===== src/include/arr_defs.svh =====
`ifndef ARR_DEFS_SVH
`define ARR_DEFS_SVH

// result register offsets, high byte here, low byte at offset plus one
`define ARR_OFS_IBUS 8'h31
`define ARR_OFS_IBAT 8'h33
`define ARR_OFS_BUSV 8'h35
`define ARR_OFS_VAC1 8'h37
`define ARR_OFS_VAC2 8'h39
`define ARR_OFS_VBAT 8'h3B
`define ARR_OFS_VSYS 8'h3D
`define ARR_OFS_TS 8'h3F
`define ARR_OFS_TDIE 8'h41

// control registers
`define ARR_OFS_CHG_CTRL 8'h14
`define ARR_OFS_ADC_CTRL 8'h2E
`define ARR_OFS_ADC_DIS0 8'h2F
`define ARR_OFS_ADC_DIS1 8'h30

// field positions
`define ARR_DISCH_EN_BIT 5
`define ARR_ADC_EN_BIT 7
`define ARR_ADC_ONESHOT_BIT 6
`define ARR_DIS_IBUS_BIT 7
`define ARR_DIS_IBAT_BIT 6
`define ARR_DIS_BUSV_BIT 5
`define ARR_DIS_VBAT_BIT 4
`define ARR_DIS_VSYS_BIT 3
`define ARR_DIS_TS_BIT 2
`define ARR_DIS_TDIE_BIT 1
`define ARR_DIS_VAC2_BIT 5
`define ARR_DIS_VAC1_BIT 4

// writable masks and reset values
`define ARR_CHG_CTRL_MASK 8'h20
`define ARR_ADC_CTRL_MASK 8'hFC
`define ARR_ADC_DIS0_MASK 8'hFE
`define ARR_ADC_DIS1_MASK 8'hF0
`define ARR_CHG_CTRL_RST 8'h00
`define ARR_ADC_CTRL_RST 8'h30
`define ARR_ADC_DIS_RST 8'h00
`define ARR_RES_RST 16'h0000

// channel count and result limits, two's complement
`define ARR_NUM_CH 9
`define ARR_IBUS_MAX 16'h1388
`define ARR_IBUS_MIN 16'hEC78
`define ARR_IBAT_MAX 16'h1F40
`define ARR_IBAT_MIN 16'hE0C0
`define ARR_VIN_MAX 16'h7530
`define ARR_VBAT_MAX 16'h4E20
`define ARR_VSYS_MAX 16'h5DC0
`define ARR_TS_MAX 16'h03FF
`define ARR_TDIE_MAX 16'h012C
`define ARR_TDIE_MIN 16'hFFB0
`define ARR_ZERO 16'h0000

`endif


===== src/include/arr_pkg.sv =====
package arr_pkg;
	typedef enum logic [3:0] {
		ARR_CH_IBUS = 4'h0,
		ARR_CH_IBAT = 4'h1,
		ARR_CH_BUSV = 4'h2,
		ARR_CH_VAC1 = 4'h3,
		ARR_CH_VAC2 = 4'h4,
		ARR_CH_VBAT = 4'h5,
		ARR_CH_VSYS = 4'h6,
		ARR_CH_TS = 4'h7,
		ARR_CH_TDIE = 4'h8
	} arr_chan_t;

	typedef enum logic [1:0] {
		ARR_ST_IDLE = 2'b00,
		ARR_ST_SCAN = 2'b01,
		ARR_ST_WAIT = 2'b10
	} arr_state_t;

	typedef logic [15:0] arr_word_t;
endpackage


===== src/include/arr_seq_if.sv =====
interface arr_seq_if;
	logic en;
	logic oneshot;
	logic [8:0] dis;
	logic done;
	logic start;
	arr_pkg::arr_chan_t chan;
	logic pass_done;

	modport seq (
		input en,
		input oneshot,
		input dis,
		input done,
		output start,
		output chan,
		output pass_done
	);

	modport top (
		output en,
		output oneshot,
		output dis,
		output done,
		input start,
		input chan,
		input pass_done
	);
endinterface


===== src/design/arr_seq.sv =====
`include "arr_defs.svh"

module arr_seq (
	// clock and reset
	input wire logic clk_in,
	input wire logic rst_in,
	// link to the register bank
	arr_seq_if.seq bus
);
	arr_pkg::arr_state_t state_q;
	arr_pkg::arr_chan_t chan_q;
	logic start_q;
	logic pass_q;
	logic last_ch;
	logic skip_ch;

	assign last_ch = (chan_q == arr_pkg::ARR_CH_TDIE);
	assign skip_ch = bus.dis[chan_q];
	assign bus.start = start_q;
	assign bus.chan = chan_q;
	assign bus.pass_done = pass_q;

	always_ff @(posedge clk_in) begin
		if (rst_in) begin
			state_q <= arr_pkg::ARR_ST_IDLE;
			chan_q <= arr_pkg::ARR_CH_IBUS;
			start_q <= 1'b0;
			pass_q <= 1'b0;
		end else begin
			start_q <= 1'b0;
			pass_q <= 1'b0;
			case (state_q)
				arr_pkg::ARR_ST_IDLE: begin
					chan_q <= arr_pkg::ARR_CH_IBUS;
					if (bus.en)
						state_q <= arr_pkg::ARR_ST_SCAN;
				end
				arr_pkg::ARR_ST_SCAN: begin
					if (!bus.en) begin
						state_q <= arr_pkg::ARR_ST_IDLE;
					end else if (skip_ch) begin
						// disabled channel costs one cycle, no conversion
						chan_q <= last_ch ? arr_pkg::ARR_CH_IBUS : arr_pkg::arr_chan_t'(chan_q + 4'h1);
						pass_q <= last_ch;
					end else begin
						start_q <= 1'b1;
						state_q <= arr_pkg::ARR_ST_WAIT;
					end
				end
				arr_pkg::ARR_ST_WAIT: begin
					// front end must answer every start, else the scan stalls here
					if (bus.done) begin
						chan_q <= last_ch ? arr_pkg::ARR_CH_IBUS : arr_pkg::arr_chan_t'(chan_q + 4'h1);
						pass_q <= last_ch;
						state_q <= arr_pkg::ARR_ST_SCAN;
					end
				end
				default: state_q <= arr_pkg::ARR_ST_IDLE;
			endcase
		end
	end

	property p_no_start_disabled;
		@(posedge clk_in) disable iff (rst_in)
		start_q |-> !$past(bus.dis[chan_q]);
	endproperty
	a_no_start_disabled: assert property (p_no_start_disabled) else $error("disabled channel started");

	property p_no_start_when_off;
		@(posedge clk_in) disable iff (rst_in)
		!bus.en [*2] |=> !start_q;
	endproperty
	a_no_start_when_off: assert property (p_no_start_when_off) else $error("conversion started while off");
endmodule


===== src/design/arr_regs_top.sv =====
`include "arr_defs.svh"

//////////////////////////////////////////////////////////////////////////////
//////////////////////////////////////////////////////////////////////////////

module arr_regs_top (
	// clock and reset
	input wire logic core_clk_in,
	input wire logic rst_in,
	// register port behind the serial interface
	input wire logic [7:0] reg_addr_in,
	input wire logic reg_wr_in,
	input wire logic reg_rd_in,
	input wire logic [7:0] reg_wdata_in,
	output logic [7:0] reg_rdata_out,
	output logic reg_rvalid_out,
	// converter front end
	output logic conv_start_out,
	output logic [3:0] conv_chan_out,
	input wire logic conv_done_in,
	input wire logic [15:0] conv_data_in
);

	//////////////////////////////////////////////////////////////////////////
	// decode helpers

	function automatic logic [7:0] res_ofs(input logic [3:0] idx);
		logic [7:0] o;
		o = 8'h00;
		case (idx)
			4'h0: o = `ARR_OFS_IBUS;
			4'h1: o = `ARR_OFS_IBAT;
			4'h2: o = `ARR_OFS_BUSV;
			4'h3: o = `ARR_OFS_VAC1;
			4'h4: o = `ARR_OFS_VAC2;
			4'h5: o = `ARR_OFS_VBAT;
			4'h6: o = `ARR_OFS_VSYS;
			4'h7: o = `ARR_OFS_TS;
			4'h8: o = `ARR_OFS_TDIE;
			default: o = 8'h00;
		endcase
		return o;
	endfunction

	// {hit, low byte, index}
	function automatic logic [5:0] res_dec(input logic [7:0] a);
		logic [5:0] r;
		r = 6'h00;
		for (int i = 0; i < `ARR_NUM_CH; i++) begin
			if (a == res_ofs(4'(i)))
				r = {1'b1, 1'b0, 4'(i)};
			else if (a == res_ofs(4'(i)) + 8'h01)
				r = {1'b1, 1'b1, 4'(i)};
		end
		return r;
	endfunction

	// raw codes outside the range are pinned to its ends
	function automatic arr_pkg::arr_word_t clamp_res(input logic [3:0] ch, input logic [15:0] v,
			input logic neg_ok);
		logic signed [15:0] lo;
		logic signed [15:0] hi;
		logic signed [15:0] sv;
		sv = $signed(v);
		lo = $signed(`ARR_ZERO);
		hi = $signed(`ARR_ZERO);
		case (ch)
			4'h0: begin
				lo = $signed(`ARR_IBUS_MIN);
				hi = $signed(`ARR_IBUS_MAX);
			end
			4'h1: begin
				lo = neg_ok ? $signed(`ARR_IBAT_MIN) : $signed(`ARR_ZERO);
				hi = $signed(`ARR_IBAT_MAX);
			end
			4'h2, 4'h3, 4'h4: hi = $signed(`ARR_VIN_MAX);
			4'h5: hi = $signed(`ARR_VBAT_MAX);
			4'h6: hi = $signed(`ARR_VSYS_MAX);
			4'h7: hi = $signed(`ARR_TS_MAX);
			4'h8: begin
				lo = $signed(`ARR_TDIE_MIN);
				hi = $signed(`ARR_TDIE_MAX);
			end
			default: hi = $signed(`ARR_ZERO);
		endcase
		if (sv < lo)
			sv = lo;
		else if (sv > hi)
			sv = hi;
		return arr_pkg::arr_word_t'(sv);
	endfunction

	//////////////////////////////////////////////////////////////////////////
	// state

	arr_seq_if sif();

	logic [7:0] chg_ctrl_q;
	logic [7:0] adc_ctrl_q;
	logic [7:0] adc_dis0_q;
	logic [7:0] adc_dis1_q;
	arr_pkg::arr_word_t res_q [`ARR_NUM_CH];
	logic [7:0] shadow_q;
	logic [7:0] shadow_ofs_q;
	logic shadow_vld_q;
	logic [7:0] rdata_d;

	arr_seq u_seq (
		.clk_in(core_clk_in),
		.rst_in(rst_in),
		.bus(sif.seq)
	);

	//////////////////////////////////////////////////////////////////////////
	// decode

	logic [5:0] rd_dec;
	logic rd_hit;
	logic rd_lsb;
	logic [3:0] rd_idx;
	logic wr_chg;
	logic wr_ctrl;
	logic wr_dis0;
	logic wr_dis1;
	logic disch_en;
	logic store;
	arr_pkg::arr_word_t store_val;
	logic [16*`ARR_NUM_CH-1:0] res_flat;

	assign rd_dec = res_dec(reg_addr_in);
	assign rd_hit = rd_dec[5];
	assign rd_lsb = rd_dec[4];
	assign rd_idx = rd_dec[3:0];
	// result offsets are absent here, so host writes to them fall away
	assign wr_chg = reg_wr_in && (reg_addr_in == `ARR_OFS_CHG_CTRL);
	assign wr_ctrl = reg_wr_in && (reg_addr_in == `ARR_OFS_ADC_CTRL);
	assign wr_dis0 = reg_wr_in && (reg_addr_in == `ARR_OFS_ADC_DIS0);
	assign wr_dis1 = reg_wr_in && (reg_addr_in == `ARR_OFS_ADC_DIS1);
	assign disch_en = chg_ctrl_q[`ARR_DISCH_EN_BIT];

	assign sif.en = adc_ctrl_q[`ARR_ADC_EN_BIT];
	assign sif.oneshot = adc_ctrl_q[`ARR_ADC_ONESHOT_BIT];
	assign sif.done = conv_done_in;
	assign sif.dis = {
		adc_dis0_q[`ARR_DIS_TDIE_BIT],
		adc_dis0_q[`ARR_DIS_TS_BIT],
		adc_dis0_q[`ARR_DIS_VSYS_BIT],
		adc_dis0_q[`ARR_DIS_VBAT_BIT],
		adc_dis1_q[`ARR_DIS_VAC2_BIT],
		adc_dis1_q[`ARR_DIS_VAC1_BIT],
		adc_dis0_q[`ARR_DIS_BUSV_BIT],
		adc_dis0_q[`ARR_DIS_IBAT_BIT],
		adc_dis0_q[`ARR_DIS_IBUS_BIT]
	};

	// a late answer after disable or enable drop is thrown away
	assign store = conv_done_in && sif.en && !sif.dis[sif.chan];
	assign store_val = clamp_res(sif.chan, conv_data_in, disch_en);

	assign conv_start_out = sif.start;
	assign conv_chan_out = sif.chan;

	//////////////////////////////////////////////////////////////////////////
	// control registers

	always_ff @(posedge core_clk_in) begin
		if (rst_in) begin
			chg_ctrl_q <= `ARR_CHG_CTRL_RST;
			adc_dis0_q <= `ARR_ADC_DIS_RST;
			adc_dis1_q <= `ARR_ADC_DIS_RST;
		end else begin
			if (wr_chg)
				chg_ctrl_q <= reg_wdata_in & `ARR_CHG_CTRL_MASK;
			if (wr_dis0)
				adc_dis0_q <= reg_wdata_in & `ARR_ADC_DIS0_MASK;
			if (wr_dis1)
				adc_dis1_q <= reg_wdata_in & `ARR_ADC_DIS1_MASK;
		end
	end

	// one-shot drops the enable after a full pass; a host write that cycle wins
	always_ff @(posedge core_clk_in) begin
		if (rst_in)
			adc_ctrl_q <= `ARR_ADC_CTRL_RST;
		else if (wr_ctrl)
			adc_ctrl_q <= reg_wdata_in & `ARR_ADC_CTRL_MASK;
		else if (sif.pass_done && sif.oneshot)
			adc_ctrl_q[`ARR_ADC_EN_BIT] <= 1'b0;
	end

	//////////////////////////////////////////////////////////////////////////
	// result registers

	for (genvar i = 0; i < `ARR_NUM_CH; i++) begin : g_res
		always_ff @(posedge core_clk_in) begin
			if (rst_in)
				res_q[i] <= `ARR_RES_RST;
			else if (store && (sif.chan == 4'(i)))
				res_q[i] <= store_val;
		end
		assign res_flat[16*i +: 16] = res_q[i];
	end

	//////////////////////////////////////////////////////////////////////////
	// read path

	// high byte read freezes the low byte so a pair never tears
	always_comb begin
		rdata_d = 8'h00;
		case (reg_addr_in)
			`ARR_OFS_CHG_CTRL: rdata_d = chg_ctrl_q;
			`ARR_OFS_ADC_CTRL: rdata_d = adc_ctrl_q;
			`ARR_OFS_ADC_DIS0: rdata_d = adc_dis0_q;
			`ARR_OFS_ADC_DIS1: rdata_d = adc_dis1_q;
			default: begin
				if (rd_hit && !rd_lsb)
					rdata_d = res_q[rd_idx][15:8];
				else if (rd_hit && shadow_vld_q && (shadow_ofs_q == reg_addr_in))
					rdata_d = shadow_q;
				else if (rd_hit)
					rdata_d = res_q[rd_idx][7:0];
			end
		endcase
	end

	always_ff @(posedge core_clk_in) begin
		if (rst_in) begin
			reg_rdata_out <= 8'h00;
			reg_rvalid_out <= 1'b0;
		end else begin
			reg_rvalid_out <= reg_rd_in;
			if (reg_rd_in)
				reg_rdata_out <= rdata_d;
		end
	end

	always_ff @(posedge core_clk_in) begin
		if (rst_in) begin
			shadow_q <= 8'h00;
			shadow_ofs_q <= 8'h00;
			shadow_vld_q <= 1'b0;
		end else if (reg_rd_in && rd_hit && !rd_lsb) begin
			shadow_q <= res_q[rd_idx][7:0];
			shadow_ofs_q <= reg_addr_in + 8'h01;
			shadow_vld_q <= 1'b1;
		end else if (reg_rd_in && rd_hit) begin
			shadow_vld_q <= 1'b0;
		end
	end

	//////////////////////////////////////////////////////////////////////////
	// checks

	property p_ibus_store;
		@(posedge core_clk_in) disable iff (rst_in)
		store && sif.chan == arr_pkg::ARR_CH_IBUS && $signed(conv_data_in) >= 0
			&& $signed(conv_data_in) <= 5000 |=> res_q[0] == $past(conv_data_in);
	endproperty
	a_ibus_store: assert property (p_ibus_store) else $error("bus current not stored as-is");

	property p_ibus_neg;
		@(posedge core_clk_in) disable iff (rst_in)
		store && sif.chan == arr_pkg::ARR_CH_IBUS && conv_data_in[15] |=> res_q[0][15];
	endproperty
	a_ibus_neg: assert property (p_ibus_neg) else $error("reverse bus current lost its sign");

	property p_ibus_range;
		@(posedge core_clk_in) disable iff (rst_in)
		$signed(res_q[0]) <= 5000 && $signed(res_q[0]) >= -5000;
	endproperty
	a_ibus_range: assert property (p_ibus_range) else $error("bus current out of range");

	property p_ibat_charge;
		@(posedge core_clk_in) disable iff (rst_in)
		store && sif.chan == arr_pkg::ARR_CH_IBAT && $signed(conv_data_in) > 0
			&& $signed(conv_data_in) <= 8000 |=> res_q[1] == $past(conv_data_in);
	endproperty
	a_ibat_charge: assert property (p_ibat_charge) else $error("charge current not stored");

	property p_ibat_no_neg;
		@(posedge core_clk_in) disable iff (rst_in)
		store && sif.chan == arr_pkg::ARR_CH_IBAT && !disch_en |=> !res_q[1][15];
	endproperty
	a_ibat_no_neg: assert property (p_ibat_no_neg) else $error("discharge shown while sensing off");

	property p_ibat_range;
		@(posedge core_clk_in) disable iff (rst_in)
		$signed(res_q[1]) <= 8000 && $signed(res_q[1]) >= -8000;
	endproperty
	a_ibat_range: assert property (p_ibat_range) else $error("battery current out of range");

	property p_busv_read;
		@(posedge core_clk_in) disable iff (rst_in)
		reg_rd_in && reg_addr_in == `ARR_OFS_BUSV |=> reg_rvalid_out && reg_rdata_out == $past(res_q[2][15:8]);
	endproperty
	a_busv_read: assert property (p_busv_read) else $error("bus voltage high byte misread");

	property p_ts_range;
		@(posedge core_clk_in) disable iff (rst_in)
		$signed(res_q[7]) >= 0 && $signed(res_q[7]) <= 1023;
	endproperty
	a_ts_range: assert property (p_ts_range) else $error("thermistor ratio out of range");

	property p_tdie_range;
		@(posedge core_clk_in) disable iff (rst_in)
		$signed(res_q[8]) >= -80 && $signed(res_q[8]) <= 300;
	endproperty
	a_tdie_range: assert property (p_tdie_range) else $error("die temperature out of range");

	property p_hold_when_off;
		@(posedge core_clk_in) disable iff (rst_in)
		!sif.en |=> $stable(res_flat);
	endproperty
	a_hold_when_off: assert property (p_hold_when_off) else $error("result moved while disabled");

	property p_write_ignored;
		@(posedge core_clk_in) disable iff (rst_in)
		reg_wr_in && !store |=> $stable(res_flat);
	endproperty
	a_write_ignored: assert property (p_write_ignored) else $error("write changed a result");

	property p_reset_zero;
		@(posedge core_clk_in) disable iff (rst_in)
		$past(rst_in) |-> res_flat == '0 && adc_ctrl_q == `ARR_ADC_CTRL_RST;
	endproperty
	a_reset_zero: assert property (p_reset_zero) else $error("state not cleared by reset");
endmodule


===== config.mk =====
export PLATFORM = sky130hd
export DESIGN_NAME = arr_regs_top
export DESIGN_NICKNAME = d
export VERILOG_FILES = /design/src/include/arr_pkg.sv /design/src/include/arr_seq_if.sv /design/src/design/arr_seq.sv /design/src/design/arr_regs_top.sv
export VERILOG_INCLUDE_DIRS = /design/src /design/src/include
export SDC_FILE = /design/constraint.sdc
export NUM_CORES = 1
export LEC_CHECK = 0
export BUFFER_PORTS_ARGS = -buffer_cell sky130_fd_sc_hd__buf_2
export CAP_MARGIN = 20
export CORE_MARGIN = 4
export CORE_UTILIZATION = 45
export DETAILED_ROUTE_END_ITERATION = 16
export GPL_ROUTABILITY_DRIVEN = 0
export RECOVER_POWER = 50
export SLEW_MARGIN = 5
export SYNTH_ARGS = -nofsm -noshare
export SYNTH_HDL_FRONTEND = slang
export SYNTH_SLANG_ARGS = --single-unit

===== constraint.sdc =====
create_clock -name core_clk_in -period 8.16 [get_ports core_clk_in]
set_input_delay 0.408 -clock core_clk_in [delete_from_list [all_inputs] [get_ports core_clk_in]]
set_output_delay 0.408 -clock core_clk_in [all_outputs]
set_load 0.03 [all_outputs]

==> results.toml <==
[cells_and_area]
final_cell_mix = "nor2_1, edfxtp_1, nand2_1"
layout_commonest_cell = "nor2_1"
final_cells = 1438
n_antenna_cell = 0
area_growth_pct = 8.79
stdcell_area_mm2 = 0.0117
layout.nets = 1182
num-fill-cells = 2209
drive_gt1_share_pct = 10.0

[logic_synthesis]
ys_seq_area_share_pct = 49.9
synth_area_mm2 = 0.0108
synthesis.nets = 1165
syn_inst = 1089
yosysUniqueCellTypes = 86
ys.flop_type = "edfxtp_1"
ys_ff_latch = 196
synth_edf_count = 144
avgSynthCellArea_um2 = 9.87
synthArstFlopShare_pct = 0
synth_warnings = 0

[clocking]
clk_pin_slew_ps = 70
numClockSinks = 196
cts_tree = "done"
clock_path_buffers = 2
cts-root-buf = "clkbuf_16"
ctsResizeCount = 0
numCtsBuffers = 17
postCtsSetupBuffers = 0
clkLatencyLatePin_ps = 440
ctsHoldBuffers = 0
cts.htree.levels = 4

[power_and_ir_drop]
p_comb_share_pct = 10.9
p_sw_uw = 602
swShare_pct = 27.4
pwr_density_cell_mw_per_mm2 = 188
leakage_nw = 4.40
clkPwrFrac_pct = 38.8
pwr-share-seq_pct = 50.3
p_int_mw = 1.59
vdd_ir_drop_max_uv = 141

[grt]
grt_pass1_vias = 8188
grt_max_degree = 47
grt_pass1_wl_mm = 49.4
grt-ovfl-total = 0
antenna_found_initial = 0
gr-usage-all-layers_pct = 24.3

[hold_path]
hp-class = "input port to flop"
min_path_cells = 3

[drt]
totalWireLength_mm = 32.0
drc = 0
wl_met1_mm = 14.3
ant_nets = 0
wl_met3_mm = 2.02
vias_per_cell = 5.99
drt_iter0_markers = 775
firstDrtPassIters = 5
dr.max_layer_used = "met4"
vias = 8611
dr_wl_met2_mm = 15.2
routedWlPerCell_um = 22.3

[sta]
fmax_ghz = 0.189
fin_crit_sh_pct = 65.0
rsz0062_at_grt = "false"
hold_viol = 0
finalCriticalPeriod_ps = 5300
relSlewSlack_pct = -51.0
tightest_slew_ps = 2260
setup_viol = 0
fin_tns_setup_ps = 0
drv_slew = 47
fin_skew_ps = 14.7

[die]
die-height_um = 163
die_x_um = 163
core_region_area_mm2 = 0.0235
io_pins = 51
dieArea_mm2 = 0.0264
num_rows = 56
initial_core_util_pct = 45.8

[place]
dp_hpwl_mm = 22.5
dpl.cell_count = 1406
port_buffers = 49
place_area_mm2 = 0.0112

[setup_path]
required_ps = 8300
critPathKind = "flop to flop"
cpPeakStageDelay_ps = 1030
rr_worst_depth = 12
arrival_ps = 5450
crit_family = "compound AO/OA/AOI/OAI gates"
cp_max_fo = 11
cp.depth = 12
end_kind = "flop"
cp-start-kind = "flop"
cp_num_buf_inv = 2
critPathSlowestCell = "a21oi_1"
path_cells = "inv_1, ha_1, nor2b_1, and2_0, inv_1, and3_1, ha_1, and4_1, a311oi_1, o21ai_1, a21oi_1, a21oi_1"

[flow_run]
cap_violations = 1

[status]
status = "complete, but fails checks"
violations = "capacitance limit, slew limit"
## cell usage after synthesis (all sizes together), types with 7 or more instances
cell | instances | share of area [%]
buf | 27 | 1.6
nand2b | 14 | 0.81
a31oi | 10 | 0.58
nor2 | 159 | 5.6
o22ai | 13 | 0.87
and3 | 11 | 0.64
clkbuf | 36 | 1.3
a211oi | 25 | 2.0
o211ai | 19 | 1.3
dfxtp | 52 | 9.7
and2 | 14 | 0.81
nand4 | 15 | 0.87
or3 | 11 | 0.69
a21o | 12 | 0.84
mux2i | 32 | 3.0
nor2b | 8 | 0.47
nor3 | 21 | 1.3
edfxtp | 144 | 40
nand2 | 123 | 4.3
a21oi | 87 | 4.1
a221o | 7 | 0.65
xnor2 | 10 | 0.81
ha | 39 | 4.5
mux2 | 10 | 1.1
inv | 20 | 0.70
nand3 | 50 | 2.4
o21ai | 42 | 2.0
## power by group through the flow
stage               sequential, mW  combinational (mW)  clock [mW]
finish                        1.10               0.239       0.853
CTS                           1.10               0.240       0.857
global route                  1.11               0.261       0.899
global placement              1.13               0.238           0
detailed placement            1.13               0.239           0
floorplan                     1.13               0.153           0
## layer usage
layer	up-vias	GRT usage, %
met5	-	0
met4	0	5.53
met3	34	3.24
met2	324	39.9
met1	4200	34.6
li1	4053	-
## final timing paths
check                                 start                          to  slack [ps]
min                         reg_wdata_in[1]  adc_dis0_q[1]$_SDFFE_PP0P_         220
max reg2reg  u_seq.bus.chan[0]$_SDFFE_PP0P_   res_q[8][9]$_SDFFCE_PN0P_        2860
min reg2reg        shadow_q[2]$_SDFFE_PP0P_    shadow_q[2]$_SDFFE_PP0P_         460
max          u_seq.bus.chan[0]$_SDFFE_PP0P_   res_q[8][9]$_SDFFCE_PN0P_        2860
## through the flow
stage          utilization, %  hold WS (ps)  worst slack (ps)  power [mW]
2_1_floorplan               -           436              4010        1.28
3_3_place_gp             47.6           442              3060        1.36
3_5_place_dp             47.6           450              2950        1.37
4_1_cts                  50.1           213              2940        2.20
5_1_grt                  49.8           222              2620        2.27
6_report                 49.8           219              2860        2.20
## area by class of cell
cell class / count / area, um2 / share of cell area, %
Sequential cell: 196 / 5370 / 45.9
Inverter: 21 / 78.8 / 0.674
Tap cell: 319 / 399 / 3.41
Clock inverter: 15 / 156 / 1.34
Multi-Input combinational cell: 809 / 4960 / 42.4
Timing Repair Buffer: 61 / 307 / 2.62
Clock buffer: 17 / 425 / 3.64
## registers in the layout, summed over array words and instances, names as in the netlist
name and cells:
shadow_ofs_q 8, adc_dis1_q 4, u_seq.bus.pass_done 1, chg_ctrl_q 1
res_q 144, u_seq.bus.start 1, shadow_q 8, adc_ctrl_q 6
shadow_vld_q 1, reg_rvalid_out 1, u_seq.state_q 2, reg_rdata_out 8
u_seq.bus.chan 4, adc_dis0_q 7
## worst register-to-register path, delay by kind of cell, from the launching register on
family	cells	cell delay [ps]
buffers and inverters	2	430
adder cells (fa/ha/maj)	2	670
AND/OR/NAND/NOR	4	1300
flip-flops	1	440
AO/OA/AOI/OAI	4	2170
## kinds of logic after synthesis
group | Yosys count | synth area share (%)
and+or+nand+nor | 449 | 20.0
buffers and inverters | 84 | 3.61
adders and majority gates | 39 | 4.54
DFF | 196 | 49.9
AOI/OAI and AO/OA | 266 | 16.7
xor gates and xnor gates | 12 | 0.978
muxes | 43 | 4.27
Note: power is estimated with default switching activity, not from simulation.
